--- src/hw/lsc_pkg.sv ---
`default_nettype none
package lsc_pkg;
    // ==========================================================
    // bus shape
    localparam int unsigned ADDR_W = 16;
    localparam int unsigned DATA_W = 32;
    localparam int unsigned MAX_LANES = 32;
    localparam int unsigned CNT_W = 4;
    localparam int unsigned LANES_PER_REG = 8;
    localparam logic [CNT_W-1:0] CNT_MAX = 4'hf;

    // ==========================================================
    // register offsets (register index, one word each)
    localparam logic [ADDR_W-1:0] OFS_RST_CTRL = 16'h0013;
    localparam logic [ADDR_W-1:0] OFS_ALIGN_ST = 16'h0020;
    localparam logic [ADDR_W-1:0] OFS_BLK_LOCK = 16'h0021;
    localparam logic [ADDR_W-1:0] OFS_MF_SYNC = 16'h0022;
    localparam logic [ADDR_W-1:0] OFS_CRC_CNT0 = 16'h0023;
    localparam logic [ADDR_W-1:0] OFS_CRC_CNT1 = 16'h0024;
    localparam logic [ADDR_W-1:0] OFS_CRC_CNT2 = 16'h0025;
    localparam logic [ADDR_W-1:0] OFS_CRC_CNT3 = 16'h0026;
    localparam logic [ADDR_W-1:0] OFS_RX_STAT = 16'h0027;
    localparam logic [ADDR_W-1:0] OFS_TX_STAT = 16'h0028;
    localparam logic [ADDR_W-1:0] OFS_INJECT = 16'h0029;
    localparam logic [ADDR_W-1:0] OFS_IRQ_STAT = 16'h0030;
    localparam logic [ADDR_W-1:0] OFS_IRQ_MASK = 16'h0031;

    // ==========================================================
    // field positions
    localparam int unsigned BIT_LOCK_REF = 8;
    localparam int unsigned BIT_TX_CLR = 7;
    localparam int unsigned BIT_RX_CLR = 6;
    localparam int unsigned BIT_TX_ALIGNED = 0;
    localparam int unsigned BIT_RX_ALIGNED = 1;
    localparam int unsigned BIT_LOSS = 0;
    localparam int unsigned IRQ_W = 3;
    localparam int unsigned IRQ_RX_LOSS = 0;
    localparam int unsigned IRQ_TX_LOSS = 1;
    localparam int unsigned IRQ_CRC_ERR = 2;
endpackage
`default_nettype wire

--- src/hw/lsc_regs.sv ---
// Functional notes
// - writing 1 to control bit 7 clears the transmit sticky flag.
// - writing 1 to control bit 6 clears receive CRC counters and the receive sticky flag.
// - control bit 8 forces receive transceivers into lock-to-reference mode.
// - alignment status bit 0 reads 1 while transmit lanes are aligned.
// - alignment status bit 1 reads 1 while receive lanes are aligned.
// - block-lock register shows one bit per lane, 1 once boundaries found.
// - sync register shows one bit per lane, 1 once metaframe sync achieved.
// - one 4-bit CRC error counter per receive lane, saturating at f.
// - CRC counters packed eight lanes per register, lanes 7:0 first.
// - receive status bit 0 sticks on receive alignment loss until cleared.
// - transmit status bit 0 sticks on transmit alignment loss or FIFO fault.
// - each set injection bit corrupts CRC32 on its transmit lane.
`timescale 1ns/1ns
`default_nettype none
module lsc_regs #(
    parameter int unsigned NUM_LANES = 12
) (
    input wire logic CLK, // 50 MHz clock
    input wire logic RESETN, // async reset, active low
    input wire logic [lsc_pkg::ADDR_W-1:0] ADDR, // register index
    input wire logic [lsc_pkg::DATA_W-1:0] WR_DATA, // write data
    input wire logic WR_EN, // write strobe
    input wire logic RD_EN, // read strobe
    output logic [lsc_pkg::DATA_W-1:0] RD_DATA, // read data, cycle after RD_EN
    output logic IRQ, // level interrupt
    input wire logic TX_ALIGNED, // transmit lanes aligned, async level
    input wire logic RX_ALIGNED, // receive lanes aligned, async level
    input wire logic [NUM_LANES-1:0] BLOCK_LOCK, // per-lane boundary lock, async
    input wire logic [NUM_LANES-1:0] MF_SYNC, // per-lane metaframe sync, async
    input wire logic [NUM_LANES-1:0] CRC_ERR, // per-lane CRC error pulse
    input wire logic TX_FIFO_ERR, // transmit FIFO under/overflow pulse
    output logic RX_LOCK_TO_REF, // force receive lock to reference
    output logic [NUM_LANES-1:0] TX_CRC_INJECT // per-lane CRC32 corruption
);
    import lsc_pkg::*;

    // ==========================================================
    // declarations
    logic [1:0] align_s;
    logic [NUM_LANES-1:0] blk_lock_s;
    logic [NUM_LANES-1:0] mf_sync_s;
    logic [1:0] align_d_r;
    logic [CNT_W*MAX_LANES-1:0] crc_cnt;
    logic [DATA_W-1:0] ctrl_r;
    logic [NUM_LANES-1:0] inject_r;
    logic rx_loss_r;
    logic tx_loss_r;
    logic [IRQ_W-1:0] irq_stat_r;
    logic [IRQ_W-1:0] irq_mask_r;
    logic [IRQ_W-1:0] irq_ev;
    logic [DATA_W-1:0] rd_nxt;
    logic tx_clr;
    logic rx_clr;
    logic rx_fell;
    logic tx_fell;

    // ==========================================================
    // synchronisers for transceiver status levels
    lsc_sync3 #(.W(2)) u_sync_align (
        .CLK(CLK),
        .RESETN(RESETN),
        .d({RX_ALIGNED, TX_ALIGNED}),
        .q(align_s)
    );

    lsc_sync3 #(.W(2*NUM_LANES)) u_sync_lane (
        .CLK(CLK),
        .RESETN(RESETN),
        .d({MF_SYNC, BLOCK_LOCK}),
        .q({mf_sync_s, blk_lock_s})
    );

    // ==========================================================
    // control register
    assign tx_clr = ctrl_r[BIT_TX_CLR];
    assign rx_clr = ctrl_r[BIT_RX_CLR];

    // only the documented bits are stored; others read as zero
    always_ff @(posedge CLK or negedge RESETN) begin
        if (!RESETN) begin
            ctrl_r <= '0;
        end else if (WR_EN && ADDR == OFS_RST_CTRL) begin
            ctrl_r <= '0;
            ctrl_r[BIT_LOCK_REF] <= WR_DATA[BIT_LOCK_REF];
            ctrl_r[BIT_TX_CLR] <= WR_DATA[BIT_TX_CLR];
            ctrl_r[BIT_RX_CLR] <= WR_DATA[BIT_RX_CLR];
        end
    end

    always_ff @(posedge CLK or negedge RESETN) begin
        if (!RESETN) begin
            RX_LOCK_TO_REF <= 1'b0;
        end else if (WR_EN && ADDR == OFS_RST_CTRL) begin
            RX_LOCK_TO_REF <= WR_DATA[BIT_LOCK_REF];
        end
    end

    // ==========================================================
    // error injection
    always_ff @(posedge CLK or negedge RESETN) begin
        if (!RESETN) begin
            inject_r <= '0;
        end else if (WR_EN && ADDR == OFS_INJECT) begin
            inject_r <= WR_DATA[NUM_LANES-1:0];
        end
    end

    // register and output updated together so readback matches the lanes
    always_ff @(posedge CLK or negedge RESETN) begin
        if (!RESETN) begin
            TX_CRC_INJECT <= '0;
        end else if (WR_EN && ADDR == OFS_INJECT) begin
            TX_CRC_INJECT <= WR_DATA[NUM_LANES-1:0];
        end
    end

    // ==========================================================
    // per-lane saturating CRC error counters, zero above NUM_LANES
    genvar gi;
    generate
        for (gi = 0; gi < MAX_LANES; gi++) begin : g_lane
            if (gi < NUM_LANES) begin : g_on
                lsc_sat_cnt u_cnt (
                    .CLK(CLK),
                    .RESETN(RESETN),
                    .inc(CRC_ERR[gi]),
                    .clr(rx_clr),
                    .count(crc_cnt[gi*CNT_W +: CNT_W])
                );
            end else begin : g_off
                assign crc_cnt[gi*CNT_W +: CNT_W] = '0;
            end
        end
    endgenerate

    // ==========================================================
    // sticky alignment-loss flags
    always_ff @(posedge CLK or negedge RESETN) begin
        if (!RESETN) begin
            align_d_r <= '0;
        end else begin
            align_d_r <= align_s;
        end
    end

    assign rx_fell = align_d_r[BIT_RX_ALIGNED] & ~align_s[BIT_RX_ALIGNED];
    assign tx_fell = align_d_r[BIT_TX_ALIGNED] & ~align_s[BIT_TX_ALIGNED];

    // a held clear keeps the flag at zero, so clear beats a new loss here
    always_ff @(posedge CLK or negedge RESETN) begin
        if (!RESETN) begin
            rx_loss_r <= 1'b0;
        end else if (rx_clr) begin
            rx_loss_r <= 1'b0;
        end else if (rx_fell) begin
            rx_loss_r <= 1'b1;
        end
    end

    always_ff @(posedge CLK or negedge RESETN) begin
        if (!RESETN) begin
            tx_loss_r <= 1'b0;
        end else if (tx_clr) begin
            tx_loss_r <= 1'b0;
        end else if (tx_fell || TX_FIFO_ERR) begin
            tx_loss_r <= 1'b1;
        end
    end

    // ==========================================================
    // interrupt status, mask and output
    always_comb begin
        irq_ev = '0;
        irq_ev[IRQ_RX_LOSS] = rx_fell;
        irq_ev[IRQ_TX_LOSS] = tx_fell | TX_FIFO_ERR;
        irq_ev[IRQ_CRC_ERR] = |CRC_ERR;
    end

    // a new event in the read-clear cycle survives the clear
    always_ff @(posedge CLK or negedge RESETN) begin
        if (!RESETN) begin
            irq_stat_r <= '0;
        end else if (RD_EN && ADDR == OFS_IRQ_STAT) begin
            irq_stat_r <= irq_ev;
        end else begin
            irq_stat_r <= irq_stat_r | irq_ev;
        end
    end

    always_ff @(posedge CLK or negedge RESETN) begin
        if (!RESETN) begin
            irq_mask_r <= '0;
        end else if (WR_EN && ADDR == OFS_IRQ_MASK) begin
            irq_mask_r <= WR_DATA[IRQ_W-1:0];
        end
    end

    always_ff @(posedge CLK or negedge RESETN) begin
        if (!RESETN) begin
            IRQ <= 1'b0;
        end else begin
            IRQ <= |(irq_stat_r & irq_mask_r);
        end
    end

    // ==========================================================
    // read decode
    always_comb begin
        rd_nxt = '0;
        if (ADDR == OFS_RST_CTRL) begin
            rd_nxt = ctrl_r;
        end else if (ADDR == OFS_ALIGN_ST) begin
            rd_nxt[BIT_TX_ALIGNED] = align_s[BIT_TX_ALIGNED];
            rd_nxt[BIT_RX_ALIGNED] = align_s[BIT_RX_ALIGNED];
        end else if (ADDR == OFS_BLK_LOCK) begin
            rd_nxt[NUM_LANES-1:0] = blk_lock_s;
        end else if (ADDR == OFS_MF_SYNC) begin
            rd_nxt[NUM_LANES-1:0] = mf_sync_s;
        end else if (ADDR == OFS_CRC_CNT0) begin
            rd_nxt = crc_cnt[0*DATA_W +: DATA_W];
        end else if (ADDR == OFS_CRC_CNT1) begin
            rd_nxt = crc_cnt[1*DATA_W +: DATA_W];
        end else if (ADDR == OFS_CRC_CNT2) begin
            rd_nxt = crc_cnt[2*DATA_W +: DATA_W];
        end else if (ADDR == OFS_CRC_CNT3) begin
            rd_nxt = crc_cnt[3*DATA_W +: DATA_W];
        end else if (ADDR == OFS_RX_STAT) begin
            rd_nxt[BIT_LOSS] = rx_loss_r;
        end else if (ADDR == OFS_TX_STAT) begin
            rd_nxt[BIT_LOSS] = tx_loss_r;
        end else if (ADDR == OFS_INJECT) begin
            rd_nxt[NUM_LANES-1:0] = inject_r;
        end else if (ADDR == OFS_IRQ_STAT) begin
            rd_nxt[IRQ_W-1:0] = irq_stat_r;
        end else if (ADDR == OFS_IRQ_MASK) begin
            rd_nxt[IRQ_W-1:0] = irq_mask_r;
        end
    end

    // data stands only in the cycle after the strobe; unmapped reads zero
    always_ff @(posedge CLK or negedge RESETN) begin
        if (!RESETN) begin
            RD_DATA <= '0;
        end else if (RD_EN) begin
            RD_DATA <= rd_nxt;
        end else begin
            RD_DATA <= '0;
        end
    end
endmodule // lsc_regs
`default_nettype wire

--- src/hw/lsc_sat_cnt.sv ---
`timescale 1ns/1ns
`default_nettype none
module lsc_sat_cnt (
    input wire logic CLK, // clock
    input wire logic RESETN, // async reset, active low
    input wire logic inc, // one error seen this cycle
    input wire logic clr, // hold at zero while high
    output logic [lsc_pkg::CNT_W-1:0] count // saturating count
);
    import lsc_pkg::*;

    // ==========================================================
    // clear dominates so a held clear keeps the count at zero
    always_ff @(posedge CLK or negedge RESETN) begin
        if (!RESETN) begin
            count <= '0;
        end else if (clr) begin
            count <= '0;
        end else if (inc && count != CNT_MAX) begin
            count <= count + 4'h1;
        end
    end
endmodule // lsc_sat_cnt
`default_nettype wire

--- src/hw/lsc_sync3.sv ---
`timescale 1ns/1ns
`default_nettype none
module lsc_sync3 #(
    parameter int unsigned W = 1
) (
    input wire logic CLK, // clock
    input wire logic RESETN, // async reset, active low
    input wire logic [W-1:0] d, // asynchronous level in
    output logic [W-1:0] q // filtered level out
);
    logic [W-1:0] ff1_r;
    logic [W-1:0] ff2_r;
    logic [W-1:0] ff3_r;

    // ==========================================================
    // three stages; a bit moves only when stages two and three agree
    always_ff @(posedge CLK or negedge RESETN) begin
        if (!RESETN) begin
            ff1_r <= '0;
            ff2_r <= '0;
            ff3_r <= '0;
        end else begin
            ff1_r <= d;
            ff2_r <= ff1_r;
            ff3_r <= ff2_r;
        end
    end

    always_ff @(posedge CLK or negedge RESETN) begin
        if (!RESETN) begin
            q <= '0;
        end else begin
            q <= (ff2_r & ff3_r) | (q & (ff2_r | ff3_r));
        end
    end
endmodule // lsc_sync3
`default_nettype wire
--- config.mk ---
export PLATFORM = sky130hd
export DESIGN_NAME = lsc_regs
export DESIGN_NICKNAME = d
export VERILOG_FILES = /design/src/hw/lsc_pkg.sv /design/src/hw/lsc_regs.sv /design/src/hw/lsc_sat_cnt.sv /design/src/hw/lsc_sync3.sv
export SDC_FILE = /design/constraint.sdc
export NUM_CORES = 1
export LEC_CHECK = 0
export ABC_AREA = 1
export BUFFER_PORTS_ARGS = -buffer_cell sky130_fd_sc_hd__buf_2
export CAP_MARGIN = 25
export CORE_MARGIN = 2
export CORE_UTILIZATION = 25
export DETAILED_ROUTE_END_ITERATION = 8
export HOLD_SLACK_MARGIN = 0.05
export PLACE_DENSITY = 0.48
export SLEW_MARGIN = 20
export SYNTH_ARGS = -nofsm -noshare
export SYNTH_HDL_FRONTEND = slang
export SYNTH_HIERARCHICAL = 1
export SYNTH_SLANG_ARGS = --single-unit
--- constraint.sdc ---
create_clock -name CLK -period 3.14 [get_ports CLK]
set_input_delay 0.314 -clock CLK [delete_from_list [all_inputs] [get_ports CLK]]
set_output_delay 0.314 -clock CLK [all_outputs]
set_load 0.01 [all_outputs]
==> impl_metrics.tcl, run 1 <==
set metrics [dict create \
    initial_core_util 0.254 \
    setup_viol 0 \
    drcViolationCount 0 \
    globalplace.congestion 0.796 \
    wirelength_mm 20.9 \
    holdPathStages 3 \
    postCtsResizedCells 0 \
    slowest_stage "inv_2" \
    root_buffer "clkbuf_16" \
    io_buffers 116 \
    critical_path_class "in2reg" \
    fin_skew_ps 19.5 \
    synth_area_leaders "dfrtp_1 (60%), nand2_1 (9.9%), inv_1 (3.9%)" \
    drt-wirelength-per-cell_um 13.4 \
    min_period_ps 1840 \
    grt_pass1_wl_mm 34.1 \
    crit_required_ps 3600 \
    syn_avg_cell_area_um2 9.65 \
    seq_area_frac_synth 0.601 \
    ant_nets 0 \
    drv_cap 0 \
    worstPathCellList "buf_2 -> nor2_1 -> nand2_1 -> nor2_4 -> nand3_4 -> inv_2 -> a21oi_1 -> nand2_1 -> o211ai_1 -> a21oi_1" \
    synth_warnings 6 \
    synth_ff_type "dfrtp_1" \
    async_reset_ff_frac 1.00 \
    rows 68 \
    grt_pass1_vias 6455 \
    drtPass1Iterations 4 \
    crit_arrival_ps 2300 \
    crit_buf_inv 2 \
    grt_util_all_layers 0.117 \
    outcome "finished clean" \
    fmax_mhz 544 \
    cts.clk_slew.worst_paths_ps 60 \
    die_h_um 191 \
    power.density_mw_per_mm2 685 \
    finalSetupTns_ps 0 \
    synth_edf_count 0 \
    cp-end-kind "register" \
    cts_max_level 1 \
    fin_crit_sh 0.585 \
    cts_tree "yes" \
    die_w_um 191 \
    cts_sinks 210 \
    syn-cell-area_mm2 0.00874 \
    die_area_mm2 0.0365 \
    synth_seq_cells 210 \
    finalHoldViolations 0 \
    max_slew.worst_pin.slew_ps 749 \
    worstHoldPathType "in2reg" \
    syn_to_final_growth_pct 28.7 \
    crit_family "simple AND/OR/NAND/NOR gates" \
    insertion_delay_ps 530 \
    synthTopCellsByCount "nand2_1 (231), dfrtp_1 (210), inv_1 (91), nor2_1 (79), nand3_1 (61)" \
    yosysMostFrequentCell "nand2_1" \
    syn-num-nets 1009 \
    yosysUniqueCellTypes 42 \
    io_pins 137 \
    fp.coreArea_mm2 0.0345 \
    synth_top_cell_area_share 0.601 \
    hpwl_mm 14.7 \
    relSlewSlack 0.501 \
    cp_num_cells 10 \
    yosysTopAreaCell "dfrtp_1" \
    final_nets 1188 \
    antenna_found_initial 0 \
    grt_start_max_net_pins 83 \
    slew_violations 0 \
    reg2reg_depth 12 \
    overflow 0 \
    syn-instance-count 906 \
    clockBufferDepth 3 \
    worst-path-max-fanout 25 \
    cts_buffers 26 \
    via_count 6495 \
    max_stage_delay_ps 480 \
    grt_setup_unrepaired "no" \
    power.leakage_nw 5.71 \
    post-place-ws_ps 728 \
    worst_slack_ps 1300 \
    critPathLaunchType "primary input" \
    vias_per_cell 4.17 \
    drive_above_1_share 0.226 \
    fill_cells 3560 \
    vdd_ir_drop_max_mv 0.389 \
    power_mw 7.71 \
    first_iter_violations 328 \
    antennaDiodeCount 0 \
]
sequential cells by signal (all words and copies together), names as in the netlist, 2 cells and up:
name	flops
u_sync_align/ff1_r	2
irq_mask_r	3
g_lane.g_on.u_cnt/count	48
u_sync_lane/q	24
align_d_r	2
ctrl_r	2
u_sync_align/q	2
u_sync_align/ff2_r	2
irq_stat_r	3
TX_CRC_INJECT	12
u_sync_lane/ff3_r	24
u_sync_lane/ff2_r	24
u_sync_align/ff3_r	2
RD_DATA	32
u_sync_lane/ff1_r	24
layout by cell type, fill, tap and decap left out, types with 9 or more instances in the layout:
master,synthesis,routed
inv_1,91,91
o21ai_0,14,14
clkbuf_16,0,27
dfrtp_1,210,210
nor2_1,79,79
dlygate4sd3_1,0,39
ha_1,12,12
o211ai_1,9,9
nand3_1,61,61
a21oi_1,47,47
nand2_1,231,231
nand2_2,32,32
buf_2,3,115
inv_2,15,15
nand4_1,24,24
xor2_1,12,12
path summary, 6_finish.rpt:
check	start	to	slack [ps]
hold reg to reg	u_sync_lane/ff1_r[13]	u_sync_lane/ff2_r[13]	340
setup reg to reg	irq_stat_r[0]	RD_DATA[0]	1830
setup / recovery	ADDR[13]	RD_DATA[1]	1300
min in group asynchronous	RESETN	u_sync_align/ff1_r[0]	370
hold / removal	WR_DATA[7]	TX_CRC_INJECT[7]	60
max in group asynchronous	RESETN	g_lane[4].g_on.u_cnt/count[1]	1950
power breakdown:
part / leakage (nW) / switching, mW / internal [mW]
Clock: 0.464 / 1.19 / 2.14
Sequential: 2.58 / 0.443 / 3.05
Combinational: 2.67 / 0.472 / 0.411
layer usage:
metal  track usage  vias up  wire, µm
met5             0        -         0
met4        0.0352        0       554
met3        0.0174       37       930
met2         0.193      121      9650
met1         0.159     3070      9760
li1              -     3267         -
cells by family (layout without fill, tap and decap cells):
kind of cell    after synthesis  after routing  share of synthesized area
xor+xnor                     12             12                     0.0120
simple gates                459            459                      0.242
mux                           9              9                     0.0133
fa+ha+maj                    12             12                     0.0172
flops                       210            210                      0.601
compound gates               85             85                     0.0557
buf+inv                     119            317                     0.0588
stage by stage:
stage	utilization	cell area, µm²	hold WS (ps)	cells
after floorplan	-	8740	18.4	906
after global placement	0.287	9890	333	1473
after detailed placement	0.287	9890	335	1473
after CTS	0.326	11200	53.6	1559
after global routing	0.326	11200	71.8	1559
final	0.326	11200	61.1	1559
worst min-delay path: cells and delay by family:
family                 cells  cell delay [ps]
buffers and inverters      2              150
AO/OA/AOI/OAI              1               80
cell type report:
class | count | area, µm² | share of cell area
multi-input combinational | 577 | 2970 | 0.264
clock buffer | 33 | 728 | 0.0647
timing repair buffer | 163 | 1080 | 0.0958
inverter | 107 | 403 | 0.0358
sequential | 210 | 5260 | 0.467
tap | 455 | 569 | 0.0506
clock inverter | 14 | 243 | 0.0216
repair_timing:
item,4_1_cts,5_1_grt
setup buffers,0,0
endpoints found under the hold margin,118,0
hold buffers,39,0
Power figures use the tool's default switching activity.
==> inputs of run 2 (changes only) <==
--- a/config.mk
+++ b/config.mk
@@ -5,7 +5,7 @@
 export SDC_FILE = /design/constraint.sdc
 export NUM_CORES = 1
 export LEC_CHECK = 0
-export ABC_AREA = 1
+export ABC_AREA = 0
 export BUFFER_PORTS_ARGS = -buffer_cell sky130_fd_sc_hd__buf_2
 export CAP_MARGIN = 25
 export CORE_MARGIN = 2
==> constraint.sdc (replaced) <==
create_clock -name CLK -period 1.7 [get_ports CLK]
set_input_delay 0.17 -clock CLK [delete_from_list [all_inputs] [get_ports CLK]]
set_output_delay 0.17 -clock CLK [all_outputs]
set_load 0.01 [all_outputs]
==> run 2 against run 1 <==
Against the previous run: synthesized area is 1.5% lower; critical endpoint is now irq_stat_r[2]; worst hold slack better by 29 ps; highest routed layer unchanged; largest cell class unchanged; clock-buffer cell count up 5; cell count fell by 14%; global-route usage grew 0.34 points; critical path type unchanged; synthesized cell count shrank 29%; via count decreased by 10%.
==> impl_metrics.tcl, run 2 <==
set metrics [dict create \
    outcome "finished clean" \
    cts_tree "yes" \
    vias_per_cell 4.35 \
    worstPathCellList "dlygate4sd3_1 -> buf_2 -> nor4_1 -> dlygate4sd3_1 -> nand4_1" \
    vdd_ir_drop_max_mv 0.756 \
    first_iter_violations 294 \
    syn-num-nets 742 \
    post-place-ws_ps -254 \
    die_h_um 190 \
    yosysMostFrequentCell "dfrtp_1" \
    wirelength_mm 21.4 \
    reg.largest.list "g_lane.g_on.u_cnt/count (48), RD_DATA (32)" \
    overflow 0 \
    syn_to_final_growth_pct 34.3 \
    fin_crit_sh 0.861 \
    crit_buf_inv 3 \
    startpoint "CRC_ERR[9]" \
    cp-end-kind "register" \
    via_count 5816 \
    mostFrequentLayoutCells "dfrtp_1 (209), buf_2 (115), dlygate4sd3_1 (54)" \
    setup_viol 0 \
    drv_cap 0 \
    max_slew.worst_pin.slew_ps 465 \
    synth_edf_count 0 \
    max_stage_delay_ps 600 \
    crit_family "buffers and inverters" \
    io_buffers 116 \
    synthTopCellsByCount "dfrtp_1 (210), a21oi_1 (38), nor2_1 (27), maj3_2 (26), nand2b_1 (26)" \
    slew_violations 0 \
    synth_warnings 6 \
    grt_pass1_wl_mm 33.9 \
    clockBufferDepth 3 \
    synth_top_cell_area_share 0.611 \
    antenna_found_initial 0 \
    drive_above_1_share 0.355 \
    power.density_mw_per_mm2 1270 \
    synth_ff_type "dfrtp_1" \
    grt_util_all_layers 0.121 \
    top_register "g_lane.g_on.u_cnt/count" \
    post-cts-setup-buffer-count 0 \
    grt_pass1_vias 5972 \
    worstHoldPathType "in2async" \
    fin_skew_ps 24.4 \
    relSlewSlack 0.687 \
    crit_required_ps 2110 \
    cts.clk_slew.worst_paths_ps 70 \
    ant_nets 0 \
    finalHoldViolations 0 \
    worst_slack_ps 237 \
    grt_setup_unrepaired "no" \
    critical_path_class "in2reg" \
    syn-cell-area_mm2 0.00861 \
    fin_util 0.343 \
    io_pins 137 \
    async_reset_ff_frac 1.00 \
    die_area_mm2 0.0359 \
    worst-path-max-fanout 5 \
    synth_seq_cells 210 \
    hpwl_mm 15.3 \
    syn-instance-count 639 \
    crit_arrival_ps 1880 \
    largest_register_ffs 48 \
    yosysTopAreaCell "dfrtp_1" \
    min_period_ps 1460 \
    power_mw 14.7 \
    cts_max_level 1 \
    globalplace.congestion 0.796 \
    yosysUniqueCellTypes 59 \
    initial_core_util 0.255 \
    critPathLaunchType "primary input" \
    crit_top_cell "dlygate4sd3_1" \
    reg2reg_from "g_lane[2].g_on.u_cnt/count[0]" \
    slowest_stage "dlygate4sd3_1" \
    drt-wirelength-per-cell_um 16.0 \
    fp.coreArea_mm2 0.0337 \
    rows 67 \
    power.leakage_nw 5.39 \
    root_buffer "clkbuf_16" \
    cts_buffers 26 \
    drtPass1Iterations 4 \
    die_w_um 190 \
    antennaDiodeCount 0 \
    drcViolationCount 0 \
    grt_start_max_net_pins 44 \
    cts_sinks 210 \
    synth_area_leaders "dfrtp_1 (61%), mux2_4 (3.8%), maj3_2 (3.4%)" \
    insertion_delay_ps 550 \
    final_nets 975 \
    final_common_cell "dfrtp_1" \
    syn_avg_cell_area_um2 13.5 \
    seq_area_frac_synth 0.611 \
    fmax_mhz 683 \
]
-- run 2: layout make-up --
class                   count  area [µm²]
fillers                  3406       22100
repair buffers            222        1600
well taps                 448         561
flip-flops and latches    210        5260
inverters                   6        22.5
clock buffers              38         766
clock inverters             7         115
multi-input cells         406        3240
-- run 2: cell families after synthesis --
| logic type | count (synthesis) | synth area share |
|---|---|---|
| mux | 52 | 0.0765 |
| flops | 210 | 0.611 |
| buf+inv | 23 | 0.0125 |
| fa+ha+maj | 38 | 0.0515 |
| simple gates | 217 | 0.178 |
| compound gates | 99 | 0.0714 |
-- run 2: worst paths after layout --
| check | to | depth (start not counted) | slack, ps |
|---|---|---|---|
| worst max-delay path | irq_stat_r[2] | 5 | 240 |
| worst min-delay path | u_sync_align/ff1_r[0] | 2 | 90 |
| worst max register to register | RD_DATA[8] | 5 | 240 |
| worst min register to register | u_sync_lane/ff2_r[10] | 0 | 340 |
| max in group asynchronous | RD_DATA[30] | 3 | 970 |
| min in group CLK | ctrl_r[6] | 4 | 140 |
-- run 2: power breakdown --
part           internal (mW)  total [mW]  switching, mW  leakage (nW)
clock                   3.42        5.59           2.17         0.424
combinational           1.44        2.52           1.07          2.42
sequential              5.75        6.55          0.803          2.55
total                   10.6        14.7           4.05          5.39
-- run 2: stage by stage --
stage / instances / hold slack (ps) / cell area [µm²] / TNS [ps]
3_3_place_gp: 1238 / 85.5 / 10100 / -2960
2_1_floorplan: 639 / -126 / 8610 / 0
3_5_place_dp: 1238 / 81.9 / 10100 / -3580
5_1_grt: 1337 / 97.6 / 11600 / 0
4_1_cts: 1337 / 78.1 / 11600 / 0
6_report: 1337 / 90.4 / 11600 / 0
-- run 2: timing repair --
item / in CTS / in global routing
hold endpoints to repair: 283 / 0
setup endpoints to repair: 0 / 0
gates resized for setup: 0 / 0
hold buffers: 54 / 0
-- run 2: routing by layer --
metal | part of all wire | vias to the layer above | GRT usage
met5 | 0 | - | 0
li1 | - | 2798 | -
met4 | 0.029 | 0 | 0.0370
met1 | 0.45 | 2862 | 0.161
met3 | 0.043 | 40 | 0.0203
met2 | 0.48 | 116 | 0.200
